===== src/ufic_pkg.sv =====
// Constants for the FIFO control and interrupt identification block.
// Assumes an 8-bit register port on one clock; offsets are byte offsets.
package ufic_pkg;

  // Register offsets within the port window
  localparam logic [2:0] OFF_DATA       = 3'h0; // Receive read, transmit write
  localparam logic [2:0] OFF_IDENT      = 3'h2; // Ident read, fifo setup write
  localparam logic [2:0] OFF_LINE_STAT  = 3'h5; // Read clears line status event
  localparam logic [2:0] OFF_MODEM_STAT = 3'h6; // Read clears modem event

  // Queue geometry
  localparam int          QUEUE_DEPTH = 16;
  localparam int          PTR_W       = 4;
  localparam int          CNT_W       = 5;
  localparam logic [4:0]  CAP_FIFO    = 5'h10;
  localparam logic [4:0]  CAP_SINGLE  = 5'h01;
  localparam logic [1:0]  TXBUF_SLOTS = 2'h2;

  // fifo_setup_control field positions
  localparam int FSC_ENABLE_BIT   = 0;
  localparam int FSC_RX_FLUSH_BIT = 1;
  localparam int FSC_TX_FLUSH_BIT = 2;
  localparam int FSC_DMA_BIT      = 3;
  localparam int FSC_TRIG_LSB     = 6;

  // fifo_setup_control reset values
  localparam logic       FIFO_EN_RST = 1'b0;
  localparam logic [1:0] TRIG_RST    = 2'h0;

  // Receive trigger levels in bytes, indexed by the trigger field
  localparam logic [4:0] TRIG_LVL_0 = 5'h01;
  localparam logic [4:0] TRIG_LVL_1 = 5'h04;
  localparam logic [4:0] TRIG_LVL_2 = 5'h08;
  localparam logic [4:0] TRIG_LVL_3 = 5'h0E;

  // Interrupt enable input bit positions
  localparam int IEN_RX_DATA = 0;
  localparam int IEN_TX_EMPTY = 1;
  localparam int IEN_LINE    = 2;
  localparam int IEN_MODEM   = 3;

  // interrupt_source_ident source codes for bits 2:1
  localparam logic [1:0] ID_LINE     = 2'h3;
  localparam logic [1:0] ID_RX_DATA  = 2'h2;
  localparam logic [1:0] ID_TX_EMPTY = 2'h1;
  localparam logic [1:0] ID_MODEM    = 2'h0;

  // Character timeout length in character times
  localparam logic [2:0] TIMEOUT_CHARS = 3'h4;

endpackage


===== src/ufic_queue.sv =====
// Sixteen-entry byte queue with flush and a registered read port.
// Assumes the caller never pushes when full nor pops when empty.
`timescale 1ns/1ps
`default_nettype none
module ufic_queue
(
  // Clock and reset
  input  wire logic                    ref_clk,
  input  wire logic                    arst_n,
  input  wire logic                    ce,
  // Control
  input  wire logic                    flush,
  input  wire logic                    push,
  input  wire logic [7:0]              push_data,
  input  wire logic                    pop,
  // Status and data
  output logic      [7:0]              pop_data,
  output logic      [ufic_pkg::CNT_W-1:0] level
);

  typedef struct packed {
    logic [ufic_pkg::QUEUE_DEPTH-1:0][7:0] mem;
    logic [ufic_pkg::PTR_W-1:0]            wp;
    logic [ufic_pkg::PTR_W-1:0]            rp;
    logic [ufic_pkg::CNT_W-1:0]            cnt;
    logic [7:0]                            q;
  } ufic_queue_st_t;

  ufic_queue_st_t st_reg;
  ufic_queue_st_t st_next;

  // Next state; flush wins over a push in the same cycle
  always_comb
  begin
    st_next = st_reg;
    if (pop)
    begin
      st_next.q  = st_reg.mem[st_reg.rp];
      st_next.rp = st_reg.rp + 4'h1;
    end
    if (push)
    begin
      st_next.mem[st_reg.wp] = push_data;
      st_next.wp             = st_reg.wp + 4'h1;
    end
    st_next.cnt = st_reg.cnt + {4'h0, push} - {4'h0, pop};
    if (flush)
    begin
      st_next.wp  = '0;
      st_next.rp  = '0;
      st_next.cnt = '0; // Counter back to zero
    end
  end

  // State register; the storage is reset too, so no stale byte leaks out
  always_ff @(posedge ref_clk or negedge arst_n)
  begin
    if (!arst_n)
      st_reg <= '0;
    else if (ce)
      st_reg <= st_next;
  end

  assign pop_data = st_reg.q;
  assign level    = st_reg.cnt;

endmodule
`default_nettype wire


===== src/ufic_top.sv =====
// FIFO control and interrupt identification for a byte-wide serial port.
// Assumes the register port, receiver, transmitter and event sources
// all run on ref_clk; enables come from an interrupt enable register.
// The line and modem status registers live outside this block; only
// their read strobes are seen here, so reads of them return zero.
// Masking a source through int_enable masks the ident value as well,
// so bit 0 then reads one whatever event is stored.
//
// Operation
// - Enable bit one turns both queues on; zero turns off and empties both.
// - Receive flush bit empties receive queue, zeroes count, self-clears.
// - Transmit flush bit empties transmit queue, zeroes count, self-clears.
// - DMA select bit is stored without effect; bits 4 and 5 reserved.
// - Top two setup bits choose receive threshold of 1, 4, 8 or 14.
// - Priority: line status, received data or timeout, transmit empty, modem.
// - Identification value is frozen while the host reads it.
// - Ident bit 0 is zero when an enabled interrupt is pending.
// - Ident bits 2:1 give 11 line, 10 data, 01 transmit, 00 modem.
// - Ident bit 3 is set with bit 2 for timeout in FIFO mode.
// - Ident bits 4 and 5 always read zero.
// - Ident bits 7:6 read ones while the queues are enabled.
// - Line errors raise line status event; line status read clears it.
// - Data event follows threshold; falls when reads drop level below it.
// - Timeout when queue holds data, idle four character times; read clears.
// - Transmit empty cleared by ident read reporting it or a data write.
// - Modem input changes raise modem event; modem status read clears it.
`timescale 1ns/1ps
`default_nettype none
module ufic_top
(
  // Clock, reset and clock enable
  input  wire logic       ref_clk,
  input  wire logic       arst_n,
  input  wire logic       ce,
  // Host register port
  input  wire logic [2:0] reg_addr,
  input  wire logic       reg_rd,
  input  wire logic       reg_wr,
  input  wire logic [7:0] reg_wdata,
  output logic      [7:0] reg_rdata,
  output logic            reg_ack,
  // Interrupt enables from the enable register
  input  wire logic [3:0] int_enable,
  // Receiver byte stream into the receive queue
  input  wire logic       rx_valid,
  input  wire logic [7:0] rx_data,
  output logic            rx_ready,
  // Transmit byte stream toward the shifter
  output logic            tx_valid,
  output logic      [7:0] tx_data,
  input  wire logic       tx_ready,
  // Event sources
  input  wire logic [3:0] line_err,
  input  wire logic [3:0] modem_change,
  input  wire logic       char_tick,
  // Status
  output logic            fifo_mode,
  output logic            intr_pending
);

  // Controller state; one copy registered, one copy computed
  typedef struct packed {
    // Setup register fields
    logic       fifo_en;
    logic       dma_sel;
    logic [1:0] trig;
    // Event flags and their edge history
    logic       line_pend;
    logic       modem_pend;
    logic       thre_pend;
    logic       tx_empty_d;
    logic       thre_en_d;
    logic [2:0] idle_chars;
    // Register port answer
    logic [7:0] rdata;
    logic       rd_from_rx;
    logic       ack;
    logic       intr;
    // Two-slot transmit buffer
    logic [1:0] buf_cnt;
    logic       inflight;
    logic [7:0] buf0;
    logic [7:0] buf1;
  } ufic_st_t;

  ufic_st_t st_reg;
  ufic_st_t st_next;

  // Queue wiring; levels run from 0 to 16, so they need five bits
  logic                      rx_flush;
  logic                      tx_flush;
  logic                      rx_push;
  logic                      rx_pop;
  logic                      tx_push;
  logic                      tx_pop;
  logic [7:0]                rx_q;
  logic [7:0]                tx_q;
  logic [ufic_pkg::CNT_W-1:0] rx_lvl;
  logic [ufic_pkg::CNT_W-1:0] tx_lvl;

  // Decode and event terms
  logic       setup_wr;
  logic       data_rd;
  logic       ident_rd;
  logic [4:0] cap;
  logic [4:0] trig_lvl;
  logic       data_avail;
  logic       timeout;
  logic       p_line;
  logic       p_data;
  logic       p_to;
  logic       p_thre;
  logic       p_modem;
  logic [7:0] ident;
  logic       tx_empty;
  logic       thre_rise;
  logic       buf_take;
  logic [1:0] buf_after;

  // Receive queue, fed by the receiver stream and popped by data reads
  ufic_queue u_rx_queue
  (
    .ref_clk   (ref_clk),
    .arst_n    (arst_n),
    .ce        (ce),
    .flush     (rx_flush),
    .push      (rx_push),
    .push_data (rx_data),
    .pop       (rx_pop),
    .pop_data  (rx_q),
    .level     (rx_lvl)
  );

  // Transmit queue, fed by data writes and drained into the buffer
  ufic_queue u_tx_queue
  (
    .ref_clk   (ref_clk),
    .arst_n    (arst_n),
    .ce        (ce),
    .flush     (tx_flush),
    .push      (tx_push),
    .push_data (reg_wdata),
    .pop       (tx_pop),
    .pop_data  (tx_q),
    .level     (tx_lvl)
  );

  // Access decode; everything is gated by the clock enable
  // Data reads and writes share offset 0, ident and setup share 2
  always_comb
  begin
    setup_wr = ce && reg_wr && (reg_addr == ufic_pkg::OFF_IDENT);
    data_rd  = ce && reg_rd && (reg_addr == ufic_pkg::OFF_DATA);
    ident_rd = ce && reg_rd && (reg_addr == ufic_pkg::OFF_IDENT);
  end

  // Flushes are single-cycle strobes, so the flush bits are never stored
  // A disable write flushes both queues whatever the flush bits say
  always_comb
  begin
    rx_flush = setup_wr && (!reg_wdata[ufic_pkg::FSC_ENABLE_BIT]
               || reg_wdata[ufic_pkg::FSC_RX_FLUSH_BIT]);
    tx_flush = setup_wr && (!reg_wdata[ufic_pkg::FSC_ENABLE_BIT]
               || reg_wdata[ufic_pkg::FSC_TX_FLUSH_BIT]);
  end

  // Without FIFO mode each queue behaves as a one-byte holding register
  // Room is refused in a flush cycle; the source just holds its byte
  always_comb
  begin
    cap = st_reg.fifo_en ? ufic_pkg::CAP_FIFO : ufic_pkg::CAP_SINGLE;
    rx_ready = ce && !rx_flush && (rx_lvl < cap);
    rx_push  = rx_valid && rx_ready;
    rx_pop   = data_rd && (rx_lvl != 5'h00);
    // A write to a full holding queue is dropped rather than corrupting it
    tx_push  = ce && reg_wr && (reg_addr == ufic_pkg::OFF_DATA)
               && !tx_flush && (tx_lvl < cap);
  end

  // Receive threshold lookup
  // The default branch only catches an unknown field value
  always_comb
  begin
    case (st_reg.trig)
      2'h0:    trig_lvl = ufic_pkg::TRIG_LVL_0;
      2'h1:    trig_lvl = ufic_pkg::TRIG_LVL_1;
      2'h2:    trig_lvl = ufic_pkg::TRIG_LVL_2;
      2'h3:    trig_lvl = ufic_pkg::TRIG_LVL_3;
      default: trig_lvl = ufic_pkg::TRIG_LVL_0;
    endcase
  end

  // Enabled pending sources; data event is a level, so it drops by itself
  // Timeout shares the data enable bit, as the enable register defines
  always_comb
  begin
    data_avail = st_reg.fifo_en ? (rx_lvl >= trig_lvl)
                                : (rx_lvl != 5'h00);
    timeout = st_reg.fifo_en && (rx_lvl != 5'h00)
              && (st_reg.idle_chars == ufic_pkg::TIMEOUT_CHARS);
    p_line  = st_reg.line_pend  && int_enable[ufic_pkg::IEN_LINE];
    p_data  = data_avail        && int_enable[ufic_pkg::IEN_RX_DATA];
    p_to    = timeout           && int_enable[ufic_pkg::IEN_RX_DATA];
    p_thre  = st_reg.thre_pend  && int_enable[ufic_pkg::IEN_TX_EMPTY];
    p_modem = st_reg.modem_pend && int_enable[ufic_pkg::IEN_MODEM];
  end

  // Identification value, highest priority source first
  // Bit 0 is set last so that it sees every enabled source
  always_comb
  begin
    ident = 8'h01;
    if (p_line)
      ident[2:1] = ufic_pkg::ID_LINE;
    else if (p_data || p_to)
    begin
      ident[2:1] = ufic_pkg::ID_RX_DATA;
      ident[3]   = p_to && !p_data;
    end
    else if (p_thre)
      ident[2:1] = ufic_pkg::ID_TX_EMPTY;
    else
      ident[2:1] = ufic_pkg::ID_MODEM;
    ident[0]   = !(p_line || p_data || p_to || p_thre || p_modem);
    ident[5:4] = 2'h0;
    ident[7:6] = {2{st_reg.fifo_en}};
  end

  // Transmit drain; credits count the word already on its way out
  // Without counting the in-flight word a third byte could be popped
  // into a full buffer and lost while the shifter stalls
  always_comb
  begin
    tx_empty  = (tx_lvl == 5'h00);
    thre_rise = (tx_empty && !st_reg.tx_empty_d)
                || (tx_empty && int_enable[ufic_pkg::IEN_TX_EMPTY]
                    && !st_reg.thre_en_d);
    buf_take  = tx_valid && tx_ready && ce;
    buf_after = st_reg.buf_cnt - {1'b0, buf_take};
    tx_pop    = ce && !tx_empty && !tx_flush
                && (({1'b0, st_reg.buf_cnt} + {2'h0, st_reg.inflight})
                    < {1'b0, ufic_pkg::TXBUF_SLOTS});
  end

  // Next state of the controller
  always_comb
  begin
    st_next = st_reg;

    // Setup register write; other bits need the enable bit set
    if (setup_wr)
    begin
      st_next.fifo_en = reg_wdata[ufic_pkg::FSC_ENABLE_BIT];
      if (reg_wdata[ufic_pkg::FSC_ENABLE_BIT])
      begin
        st_next.dma_sel = reg_wdata[ufic_pkg::FSC_DMA_BIT];
        st_next.trig    = reg_wdata[ufic_pkg::FSC_TRIG_LSB +: 2];
      end
    end

    // Line and modem events: a new event wins over a clearing read
    // Offsets 5 and 6 are only watched here for their clearing reads
    if (ce && reg_rd && (reg_addr == ufic_pkg::OFF_LINE_STAT))
      st_next.line_pend = 1'b0;
    if (|line_err)
      st_next.line_pend = 1'b1;
    if (ce && reg_rd && (reg_addr == ufic_pkg::OFF_MODEM_STAT))
      st_next.modem_pend = 1'b0;
    if (|modem_change)
      st_next.modem_pend = 1'b1;

    // Transmit empty: cleared by data write or reporting ident read
    if (tx_push || (ident_rd && ident[2:1] == ufic_pkg::ID_TX_EMPTY
                    && !ident[0]))
      st_next.thre_pend = 1'b0;
    if (thre_rise)
      st_next.thre_pend = 1'b1;

    // History for the empty and enable edge detectors
    st_next.tx_empty_d = tx_empty;
    st_next.thre_en_d  = int_enable[ufic_pkg::IEN_TX_EMPTY];

    // Idle counter restarts on any queue movement or when empty
    // It saturates at the limit, so the timeout stays until a read, a push or a flush
    if (rx_push || rx_pop || rx_flush || rx_lvl == 5'h00)
      st_next.idle_chars = 3'h0;
    else if (char_tick && st_reg.idle_chars != ufic_pkg::TIMEOUT_CHARS)
      st_next.idle_chars = st_reg.idle_chars + 3'h1;

    // Read data snapshot; ident is captured at the access edge
    st_next.ack        = ce && (reg_rd || reg_wr);
    st_next.rd_from_rx = data_rd;
    if (ident_rd)
      st_next.rdata = ident;
    else
      st_next.rdata = 8'h00;

    // Interrupt line is the inverse of ident bit 0, one cycle late
    st_next.intr = !ident[0];

    // Two-slot transmit buffer: shift on take, land the in-flight word
    st_next.inflight = tx_pop;
    st_next.buf_cnt  = buf_after;
    if (buf_take)
      st_next.buf0 = st_reg.buf1;
    if (st_reg.inflight)
    begin
      if (buf_after == 2'h0)
        st_next.buf0 = tx_q;
      else
        st_next.buf1 = tx_q;
      st_next.buf_cnt = buf_after + 2'h1;
    end
  end

  // State register with clock enable freezing everything
  // Reset values come from the package where the rules give them
  always_ff @(posedge ref_clk or negedge arst_n)
  begin
    if (!arst_n)
    begin
      st_reg            <= '0;
      st_reg.fifo_en    <= ufic_pkg::FIFO_EN_RST;
      st_reg.trig       <= ufic_pkg::TRIG_RST;
      st_reg.tx_empty_d <= 1'b1; // No spurious empty event after reset
    end
    else if (ce)
      st_reg <= st_next;
  end

  // Outputs; read data muxes two flops, the queue word or the snapshot
  // The queue word is already registered, so no extra latency is added
  assign reg_rdata    = st_reg.rd_from_rx ? rx_q : st_reg.rdata;
  assign reg_ack      = st_reg.ack;
  assign tx_valid     = (st_reg.buf_cnt != 2'h0);
  assign tx_data      = st_reg.buf0;
  assign fifo_mode    = st_reg.fifo_en;
  assign intr_pending = st_reg.intr;

endmodule
`default_nettype wire


===== config.mk =====
export PLATFORM = sky130hd
export DESIGN_NAME = ufic_top
export DESIGN_NICKNAME = d
export VERILOG_FILES = /design/src/ufic_pkg.sv /design/src/ufic_queue.sv /design/src/ufic_top.sv
export SDC_FILE = /design/constraint.sdc
export NUM_CORES = 1
export LEC_CHECK = 0
export BUFFER_PORTS_ARGS = -buffer_cell sky130_fd_sc_hd__buf_2
export CAP_MARGIN = 10
export CORE_ASPECT_RATIO = 1.2
export CORE_MARGIN = 2
export CORE_UTILIZATION = 57
export CTS_BUF_LIST = sky130_fd_sc_hd__clkbuf_8
export DETAILED_ROUTE_END_ITERATION = 16
export PLACE_DENSITY = 0.78
export SYNTH_ARGS = -nofsm -noshare
export SYNTH_HDL_FRONTEND = slang
export SYNTH_SLANG_ARGS = --single-unit

===== constraint.sdc =====
create_clock -name ref_clk -period 3.3 [get_ports ref_clk]
set_input_delay 0 -clock ref_clk [delete_from_list [all_inputs] [get_ports ref_clk]]
set_output_delay 0 -clock ref_clk [all_outputs]
set_load 0.05 [all_outputs]

======== After elaboration in Yosys (flattened, before gate mapping) ========
Cells that the tools add are included.
word-level totals
  bits in registers ....................... 339
  output and inout port bits .............. 21
  word-level logic and storage cells ...... 218
operators by class
  reductions and logical operators ........ 91
  bitwise operators ....................... 1
  equality and inequality tests ........... 9
  $lt $le $gt $ge ......................... 10
  $add $sub $neg .......................... 12
  mux-type cells .......................... 39
operator list
  kind                                                                   number
  128-bit bitwise mux                                                    2
  8-bit two-way mux                                                      9
  8-bit binary-select mux with 4-bit select                              2
  8-bit demux with 4-bit select                                          2
  1-bit logical AND                                                      38
  13-bit two-way mux                                                     2
  2-bit AND reduction                                                    13
  4-bit by 5-bit < comparator with 1-bit output, second input constant   4
  5-bit case mux with 4 select lines                                     1
  2-bit nonzero test                                                     9
  4-bit by 1-bit adder with 4-bit output, second input constant          4
  16-bit two-way mux                                                     1
  4-bit two-way mux                                                      4
  1-bit logical OR                                                       13
  5-bit by 1-bit adder with 5-bit output                                 2
  5-bit zero test                                                        2
  5-bit < comparator                                                     2
  1-bit two-way mux                                                      10
  5-bit by 1-bit subtractor with 5-bit output                            2
  3-bit equality test, second input constant                             3
  4-bit by 1-bit >= comparator with 1-bit output, second input constant  2
  1-bit zero test                                                        8
  4-bit OR reduction                                                     2
  2-bit two-way mux                                                      3
  17 further kinds                                                       22

======== Depth between registers and ports, before layout ========
Gate-level depths: netlist of run 1.
  depth after elaboration ................. 14
  gate-level depth with buffers ........... 16
  mapped depth without buffers ............ 15

======== Hierarchy ========
Synthesis of run 1 repeated with hierarchy kept, for this count alone.
second synthesis, totals
  cells, all modules ...................... 1366
  area, all modules ....................... 16772.3 um2
by module, submodules not included
  module                   area each (um2)  times used  seq. area each (um2)  cells each
  ufic_queue (u_rx_queue)  7303.3           1           3728.6                572
  ufic_queue (u_tx_queue)  7268.2           1           3728.6                570
  ufic_top                 2200.9           1           952.2                 224

======== Worst setup path after synthesis of run 1 ========
OpenSTA, ideal clock, no wires.
  path kind ............................... flip-flop to flip-flop
  from .................................... register st_reg (netlist bit fifo_mode)
  to ...................................... register u_rx_queue.st_reg (netlist bit u_rx_queue.level[4])
  period minus slack after synthesis ...... 3244 ps
  slack ................................... 56 ps
  stages on the path, launching flop included .. 17
  arrival ................................. 3116 ps
  path through ............................ dfrtp_1 > inv_1 > ha_1 > inv_1 > a31o_4 > and2_1 > buf_4 > buf_6 > nand2_1 > inv_1 > ha_1 > fa_1 > nand2b_1 > a21oi_1 > xnor2_1 > a21oi_1 > o22ai_1
between the ends
  longest elaborated chain between the ends .. 7
ends and longest elaborated chain
  item                                         line              source
  start, declared                              ufic_top.sv:86    ufic_st_t st_reg;
  start signal, assigned                       ufic_top.sv:328   st_reg <= st_next;
  5-bit two-way mux                            ufic_top.sv:171   cap = st_reg.fifo_en ? ufic_pkg::CAP_FIFO : ufic_pkg::CAP_SINGLE;
  5-bit < comparator                           ufic_top.sv:172   rx_ready = ce && !rx_flush && (rx_lvl < cap);
  1-bit logical AND                            ufic_top.sv:172
  1-bit logical AND                            ufic_top.sv:173   rx_push = rx_valid && rx_ready;
  5-bit by 1-bit adder with 5-bit output       ufic_queue.sv:46  st_next.cnt = st_reg.cnt + {4'h0, push} - {4'h0, pop};
  5-bit by 1-bit subtractor with 5-bit output  ufic_queue.sv:46
  13-bit two-way mux                           ufic_queue.sv:47  if (flush)
  end signal, assigned                         ufic_queue.sv:61  st_reg <= st_next;
  end, declared                                ufic_queue.sv:29  ufic_queue_st_t st_reg;
Every way passes these cells.
A chain may end at the register's enable or synchronous reset.

==> flow_metrics.tcl, run 1 <==
set metrics [dict create \
    synth_edf_count 0 \
    grt_pass1_vias 10870 \
    synthFlopType "dfrtp_1" \
    die_width_um 159.0 \
    p_leak_nw 8.987 \
    via_count 9973 \
    timing.hold.ws_ps 39.80 \
    grt_max_degree 106 \
    drive_above_1_share_pct 41.85 \
    tightest_slew_ps 1199 \
    start_kind "flop" \
    dp_hpwl_um 24090 \
    synth.distinct_cells 69 \
    chipHeight_um 190.1 \
    hold_viol 0 \
    crit_type "flop to flop" \
    min_path_cells 3 \
    status "finished, final reports clean" \
    yosys.area.top_type "dfrtp_1" \
    cts_setup_buffers 0 \
    p_per_area_mw_per_mm2 766.8 \
    hp-class "primary input to flop" \
    wirelength_um 35720 \
    crit_chain "inv_1, ha_1, nor4b_2, a211oi_1, nand3_1, inv_1, ha_1, inv_1, ha_1, fa_1, nand2b_1, a21oi_1, o2bb2ai_1, nor4b_1, a21o_1" \
    syn_nets 1245 \
    place_congestion 0.8052 \
    arrival_ps 3480 \
    grt.overflow.total 0 \
    maxCapViolCount 0 \
    fmax_mhz 337.7 \
    final_common_cell "dfrtp_1" \
    coreArea_mm2 0.02859 \
    max_stage_delay_ps 390 \
    skew_ps 25.36 \
    cts_root_buf "clkbuf_8" \
    async_reset_ff_share_pct 100.0 \
    fin_setup_tns_ps 0 \
    yosys.area.top_type_share_pct 50.99 \
    finalSetupViolations 0 \
    via_per_inst 5.919 \
    grt_setup_unrepaired "no" \
    min_period_ps 2961 \
    final_max_slew_viol_count 0 \
    portBuffers 59 \
    vdd_drop_max_uv 581.5 \
    final_cell_mix "333 x dfrtp_1, 270 x mux2_2, 65 x clkbuf_8, 64 x mux4_2, 58 x buf_2" \
    wire_per_inst_um 21.20 \
    netlist_area_mm2 0.01644 \
    avgSynthCellArea_um2 14.08 \
    syn-instance-count 1168 \
    cts_tree "yes" \
    antenna_found_initial 0 \
    track_usage_pct 24.47 \
    n_antenna_cell 0 \
    drc_errors 0 \
    antenna_left 0 \
    start_util_pct 57.51 \
    cts_buffers 51 \
    dieArea_mm2 0.03023 \
    drt_pass1_iterations 5 \
    nets 1339 \
    grt_pass1_wl_um 58430 \
    ff2ff_path_depth 15 \
    critPathRequiredTime_ps 3820 \
    htreeDepth 2 \
    floorplan.rows 68 \
    clkLatencyLatePin_ps 600 \
    clkTransAtPathRegs_ps 60 \
    clock_sinks 336 \
    dr.first_iter.drc_count 473 \
    io_pins 60 \
    ys_seq_area_share_pct 51.15 \
    synth_seq_cells 336 \
    worst_setup_path_end_kind "flop" \
    relSlewSlack_pct 20.06 \
    cp_slowest_cell "dfrtp_1" \
    crit_path_max_fanout 5 \
    post-route-period-util_pct 89.74 \
    ys_top_cells_by_area "dfrtp_1 51%, mux2_2 18%, mux4_2 8.8%" \
    cts_buffer_depth 3 \
    syn2layout_area_growth_pct 12.40 \
    ys_warn_count 0 \
]
## stage by stage
step                setup slack (ps)  utilization [%]  instances  total power, mW  area [um^2]
finish                         338.5            64.65       1685            14.17        18480
global route                   23.92            64.65       1685            14.98        18480
CTS                            110.8            64.63       1685            14.27        18480
detailed placement             153.1            59.77       1559            10.75        17090
global placement               240.1            59.77       1559            10.54        17090
floorplan                      56.24                -       1168            9.590        16440
## area by class of cell
type	count	area (um^2)
repair buffers	119	893.4
well taps	385	481.7
clock inverters	26	143.9
flip-flops and latches	336	8412
inverters	33	123.9
fillers	2097	10110
multi-input cells	721	7532
clock buffers	65	894.6
## where the power goes
group	switching, mW	internal (mW)	leakage, nW	total [mW]
Combinational	2.36	2.29	3.89	4.65
Sequential	0.912	5.17	4.48	6.08
Clock	1.59	1.85	0.613	3.44
Total	4.86	9.31	8.99	14.2
## kinds of logic (layout without fill, tap and decap cells)
kind of cell,after synthesis,count (layout),share of synthesized area (%)
adder cells (fa/ha/maj),38,38,2.983
AO/OA/AOI/OAI,127,127,4.954
multiplexers,356,356,28.86
AND/OR/NAND/NOR,189,189,8.348
XOR/XNOR,11,11,0.5859
flip-flops,336,336,51.15
buffers and inverters,111,243,3.120
## metal layers
metal	global-route usage [%]	routed length, um	up-vias	part of all wire [%]
met3	3.532	1077	78	3.0
met1	30.04	14710	5175	41
li1	-	-	4517	-
met4	9.441	1207	0	3.4
met5	0	0	-	0
met2	44.01	18720	203	52
## worst paths after layout
check,slack (ps),startpoint,to
worst max register to register,340,u_tx_queue.level[2],u_tx_queue.level[4]
max in group asynchronous,2280,arst_n,u_rx_queue.st_reg[79]
worst min register to register,500,u_rx_queue.st_reg[138],u_rx_queue.st_reg[138]
worst max-delay path,340,u_tx_queue.level[2],u_tx_queue.level[4]
worst min-delay path,40,char_tick,st_reg[31]
min in group asynchronous,50,arst_n,st_reg[28]
## critical path, delay by kind of cell, from the launching register on
kind / cells / cell delay [ps]
AO/OA/AOI/OAI: 4 / 470
adder cells (fa/ha/maj): 4 / 1010
buffers and inverters: 3 / 260
flip-flops: 1 / 390
AND/OR/NAND/NOR: 4 / 780
## cells in the mapped netlist, types with 6 or more instances
cell      number
a21oi_1       26
and3_1         7
buf_1          7
buf_2         18
buf_4         11
clkbuf_1      36
dfrtp_1      335
ha_1          36
inv_1         33
mux2_2       270
mux2_4         8
mux2i_1       11
mux4_2        64
nand2_1       48
nand2b_1      14
nand3_1       17
nand4_1        6
nand4_4       11
nor2_1        30
nor2b_1        7
o21ai_0       35
o221ai_1       8
o22ai_1       27
xnor2_1        7
## repair_timing
action                                  4_1_cts  5_1_grt
endpoints found under the setup margin        0        1
hold buffers                                 35        0
resized for setup                             0        1
hold endpoints to repair                    376        0
(Power assumes the default switching activity.)
==> inputs of run 2 (changes only) <==
CORE_ASPECT_RATIO = not set   (was 1.2)
CORE_MARGIN = not set   (was 2)
CTS_CLUSTER_SIZE = 40   (was not set)
==> run 2 against run 1 <==
Critical path depth did not move. Non-clock buffer count is 1 lower. Largest power group unchanged. Utilization grew 1.5 points. Clock power increased by 6.7%. First-iteration DRC count increased by 45%. Highest routed layer unchanged. Power rose by 1.6%. Critical endpoint unchanged. Global-route usage rose by 0.078 points. Register-to-register slack about the same.
==> flow_metrics.tcl, run 2 (synthesis results as in run 1) <==
set metrics [dict create \
    r2r_slack_ps 330 \
    place_area_mm2 0.01706 \
    clkTransAtPathRegs_ps 70 \
    p_per_area_mw_per_mm2 774.3 \
    status "finished, final reports clean" \
    instances_no_fill 1686 \
    cts_tree "yes" \
    seq_area_mm2 0.008412 \
    antenna_left 0 \
    dp_hpwl_um 21860 \
    cts-resized-gates 0 \
    grt_setup_unrepaired "no" \
    dp.cells 1548 \
    hold_viol 0 \
    p_clk_share_pct 25.5 \
    via_per_inst 5.933 \
    r2r_end "u_tx_queue.level[4]" \
    start_util_pct 58.54 \
    fmax_mhz 336.4 \
    floorplan.rows 61 \
    maxCapViolCount 0 \
    chipHeight_um 171.8 \
    via_count 10000 \
    cts_root_buf "clkbuf_8" \
    critPathRequiredTime_ps 3810 \
    htreeDepth 2 \
    syn2layout_area_growth_pct 13.06 \
    die_width_um 171.8 \
    final_cell_mix "333 x dfrtp_1, 270 x mux2_2, 75 x clkbuf_8, 64 x mux4_2, 58 x buf_2" \
    final_max_slew_viol_count 0 \
    fin_setup_tns_ps 0 \
    cts_setup_buffers 0 \
    crit_type "flop to flop" \
    fin_area_mm2 0.01859 \
    p_int_mw 9.479 \
    antenna_found_initial 1 \
    tightest_slew_ps 872.1 \
    track_usage_pct 24.55 \
    io_pins 60 \
    reg2reg_from "u_tx_queue.level[2]" \
    dieArea_mm2 0.02953 \
    combinationalPowerShare_pct 33.3 \
    num-fill-cells 2003 \
    ff2ff_path_depth 15 \
    clkLatencyLatePin_ps 590 \
    cts_buffer_depth 3 \
    p_leak_nw 9.031 \
    nets 1341 \
    skew_ps 33.23 \
    min_period_ps 2973 \
    wire_per_inst_um 20.47 \
    dr.first_iter.drc_count 686 \
    wirelength_um 34510 \
    clock_sinks 336 \
    cts_buffers 54 \
    worst_setup_path_end_kind "flop" \
    place_congestion 0.8386 \
    swShare_pct 34.14 \
    crit_path_max_fanout 5 \
    post-route-period-util_pct 90.08 \
    worstHoldEndpoint "reg_ack" \
    multi_input_area_mm2 0.007526 \
    drive_above_1_share_pct 42.39 \
    relSlewSlack_pct 41.86 \
    min_path_cells 3 \
    power.switching_mw 4.914 \
    dp_slack_ps 324.5 \
    grt.overflow.total 0 \
    hold_start "ce" \
    arrival_ps 3480 \
    portBuffers 59 \
    drt_pass1_iterations 5 \
    grt_pass1_wl_um 55920 \
    drc_errors 0 \
    grt_pass1_vias 10570 \
    coreArea_mm2 0.02809 \
    final_common_cell "dfrtp_1" \
    start_kind "flop" \
    hold_buffers 38 \
    setup_ws_ps 327.3 \
    hp-class "primary input to flop" \
    grt_max_degree 109 \
    vdd_drop_max_uv 364.2 \
    pwr-share-seq_pct 41.2 \
    finalSetupViolations 0 \
]
==> run 2: layer usage <==
layer  track usage (%)  up-vias  wire length, um
met4             7.426        0              745
met1             34.25     5186            15780
met3             5.154       65             1781
li1                  -     4513                -
met5                 0        -                0
met2             38.80      239            16200
==> run 2: critical path: stages, from the launching register on <==
cell and delay (ps):
dfrtp_1 380, inv_1 140, ha_1 150, nor4b_1 320
a211oi_1 120, nand3_1 120, inv_1 70, ha_1 270
inv_1 30, ha_1 190, fa_1 380, nand2b_1 130
a21oi_1 80, o2bb2ai_1 150, nor4b_1 250, a21o_1 110
==> run 2: worst max path at each step <==
stage / start / endpoint / slack [ps] / cells after the start
finish: u_tx_queue.level[2] / u_tx_queue.level[4] / 330 / 15
detailed placement: u_tx_queue.level[2] / u_tx_queue.level[4] / 320 / 15
floorplan: fifo_mode / u_rx_queue.level[4] / 60 / 16
CTS: u_tx_queue.level[2] / u_tx_queue.level[4] / 300 / 15
global route: u_tx_queue.level[2] / u_tx_queue.level[4] / 20 / 15
global placement: u_tx_queue.level[2] / u_tx_queue.level[4] / 410 / 15
==> run 2: power groups by stage <==
stage	combinational, mW	sequential (mW)	clock (mW)
6_report	4.79	5.93	3.67
5_1_grt	5.25	6.06	3.92
2_1_floorplan	3.95	5.64	0
3_5_place_dp	4.75	5.98	0
4_1_cts	4.81	5.92	3.74
3_3_place_gp	4.62	5.92	0
==> run 2: area by class of cell <==
class                   count  area share, %
flip-flops and latches    336          45.25
clock inverters            24         0.6125
repair buffers            118          4.873
inverters                  33         0.6664
clock buffers              75          5.553
well taps                 378          2.544
multi-input cells         721          40.49
diodes                      1        0.01346
==> run 2: per-stage QoR <==
stage | total power [mW] | hold WS, ps | util (%)
floorplan | 9.590 | -295.6 | -
global placement | 10.54 | 103.8 | 60.74
detailed placement | 10.73 | 111.8 | 60.74
CTS | 14.46 | 7.471 | 66.18
global route | 15.23 | 39.77 | 66.18
finish | 14.39 | 27.35 | 66.18
==> inputs of run 3 (changes only) <==
--- a/config.mk
+++ b/config.mk
@@ -8,9 +8,9 @@
 export BUFFER_PORTS_ARGS = -buffer_cell sky130_fd_sc_hd__buf_2
 export CAP_MARGIN = 10
-export CORE_UTILIZATION = 57
+export CORE_UTILIZATION = 53
 export CTS_BUF_LIST = sky130_fd_sc_hd__clkbuf_8
 export CTS_CLUSTER_SIZE = 40
 export DETAILED_ROUTE_END_ITERATION = 16
-export PLACE_DENSITY = 0.78
+export PLACE_DENSITY = 0.74
 export SYNTH_ARGS = -nofsm -noshare
 export SYNTH_HDL_FRONTEND = slang
==> constraint.sdc (replaced) <==
create_clock -name ref_clk -period 3.3 [get_ports ref_clk]
set_input_delay 0 -clock ref_clk [delete_from_list [all_inputs] [get_ports ref_clk]]
set_output_delay 0 -clock ref_clk [all_outputs]
set_load 0.1 [all_outputs]
==> run 3 against run 2 <==
Flip-flop and latch count did not move. Worst setup slack better by 51 ps. Clock skew rose by 17 ps. Die area is 7.5% higher. Utilization decreased by 5.2 points. Sequential power increased by 1%. Critical path type unchanged. Largest power group unchanged.
==> flow_metrics.tcl, run 3 (synthesis results as in run 1) <==
set metrics [dict create \
    wire_per_inst_um 20.30 \
    coreArea_mm2 0.03059 \
    cts_buffer_depth 3 \
    skew_ps 50.65 \
    fin_area_mm2 0.01865 \
    nets 1345 \
    multi_input_area_mm2 0.007542 \
    relSlewSlack_pct 45.55 \
    min_period_ps 2922 \
    hp-class "primary input to flop" \
    clkTransAtPathRegs_ps 60 \
    clkLatencyLatePin_ps 600 \
    arrival_ps 3400 \
    crit_type "flop to flop" \
    dr.first_iter.drc_count 614 \
    hold_viol 0 \
    cts_tree "yes" \
    place_area_mm2 0.01712 \
    cts_buffers 55 \
    track_usage_pct 22.55 \
    grt_pass1_vias 10360 \
    grt.overflow.total 0 \
    wirelength_um 34630 \
    power.switching_mw 5.230 \
    die_width_um 178.1 \
    drive_above_1_share_pct 42.63 \
    via_count 10070 \
    num-fill-cells 2271 \
    instances_no_fill 1706 \
    seq_area_mm2 0.008413 \
    grt_max_degree 84 \
    dp.cells 1568 \
    crit_path_max_fanout 5 \
    finalSetupViolations 0 \
    p_clk_share_pct 24.7 \
    syn2layout_area_growth_pct 13.42 \
    cts_setup_buffers 0 \
    dp_slack_ps 269.9 \
    combinationalPowerShare_pct 34.5 \
    antenna_left 0 \
    htreeDepth 2 \
    clock_sinks 336 \
    start_kind "flop" \
    swShare_pct 35.59 \
    via_per_inst 5.903 \
    floorplan.rows 64 \
    final_cell_mix "332 x dfrtp_1, 270 x mux2_2, 69 x clkbuf_8, 64 x mux4_2, 58 x buf_2" \
    cts_root_buf "clkbuf_8" \
    status "finished, final reports clean" \
    antenna_found_initial 1 \
    post-route-period-util_pct 88.53 \
    critPathRequiredTime_ps 3780 \
    drt_pass1_iterations 6 \
    final_max_slew_viol_count 0 \
    tightest_slew_ps 816.7 \
    vdd_drop_max_uv 404.9 \
    timing.hold.ws_ps 13.91 \
    grt_pass1_wl_um 55550 \
    place_congestion 0.8106 \
    drc_errors 0 \
    worst_setup_path_end_kind "flop" \
    pwr-share-seq_pct 40.8 \
    p_per_area_mw_per_mm2 788.1 \
    chipHeight_um 178.1 \
    dp_hpwl_um 21920 \
    fin_setup_tns_ps 0 \
    final_common_cell "dfrtp_1" \
    dieArea_mm2 0.03173 \
    maxCapViolCount 0 \
    portBuffers 59 \
    p_int_mw 9.466 \
    grt_setup_unrepaired "no" \
    p_leak_nw 9.032 \
    fmax_mhz 342.3 \
    io_pins 60 \
    setup_ws_ps 378.4 \
    start_util_pct 53.75 \
]
==> run 3: changes by cell type in the layout (fill, tap and decap cells not counted), sizes merged <==
cell / delta
clkbuf: -6
buf: +2
clkinvlp: +2
inv: +2
bufinv: +1
dlygate4sd3: +1
==> run 3: metrics by stage <==
stage | power [mW] | util, %
after floorplan | 9.878 | -
after CTS | 14.80 | 60.92
after global routing | 15.58 | 60.96
final | 14.70 | 60.96
after global placement | 10.88 | 55.96
after detailed placement | 11.08 | 55.96
==> run 3: power groups by stage <==
stage	sequential (mW)	clock (mW)	combinational, mW
floorplan	5.67	0	4.21
global placement	6.00	0	4.89
detailed placement	6.05	0	5.03
CTS	5.99	3.73	5.09
global route	6.15	3.89	5.54
finish	6.00	3.63	5.06
==> run 3: worst paths after layout <==
path / startpoint / to / slack (ps) / depth (start not counted)
worst max register to register: u_tx_queue.level[2] / u_tx_queue.level[4] / 380 / 16
min in group asynchronous: arst_n / tx_data[7] / 530 / 3
max in group asynchronous: arst_n / u_tx_queue.st_reg[68] / 1460 / 4
worst min-delay path: ce / reg_ack / 10 / 3
worst min register to register: u_rx_queue.st_reg[45] / u_rx_queue.st_reg[45] / 490 / 1
worst max-delay path: u_tx_queue.level[2] / u_tx_queue.level[4] / 380 / 16
==> run 3: cell type report <==
cell class | instances | share of cell area (%)
Multi-Input combinational cell | 721 | 40.45
Clock inverter | 29 | 0.9528
Timing Repair Buffer | 121 | 5.059
Clock buffer | 69 | 5.093
Tap cell | 396 | 2.657
Antenna cell | 1 | 0.01342
Sequential cell | 336 | 45.12
Inverter | 33 | 0.6643
==> run 3: what timing repair did <==
action	4_1_cts	5_1_grt
hold endpoints to repair	556	0
hold buffers	39	0
resized for setup	0	2
setup endpoints to repair	0	1
==> run 3: critical path: stages (launching register included) <==
cell and delay [ps]:
dfrtp_1 360, inv_1 100, ha_1 200, nor4b_2 150, buf_4 140, a211oi_2 220
nand3_1 130, inv_1 110, ha_1 130, inv_1 40, ha_1 200, fa_1 380
nand2b_1 120, nand3_1 90, o2bb2ai_1 130, nor4b_1 140, a21o_1 170
==> run 3: metal layers <==
metal  global-route usage, %  vias up  share of wire [%]  wire length (um)
met4                   6.125        0                1.9               659
met1                   31.24     5238                 46             16010
met5                       0        -                  0                 0
li1                        -     4528                  -                 -
met2                   36.28      250                 47             16220
met3                   4.412       55                5.1              1752
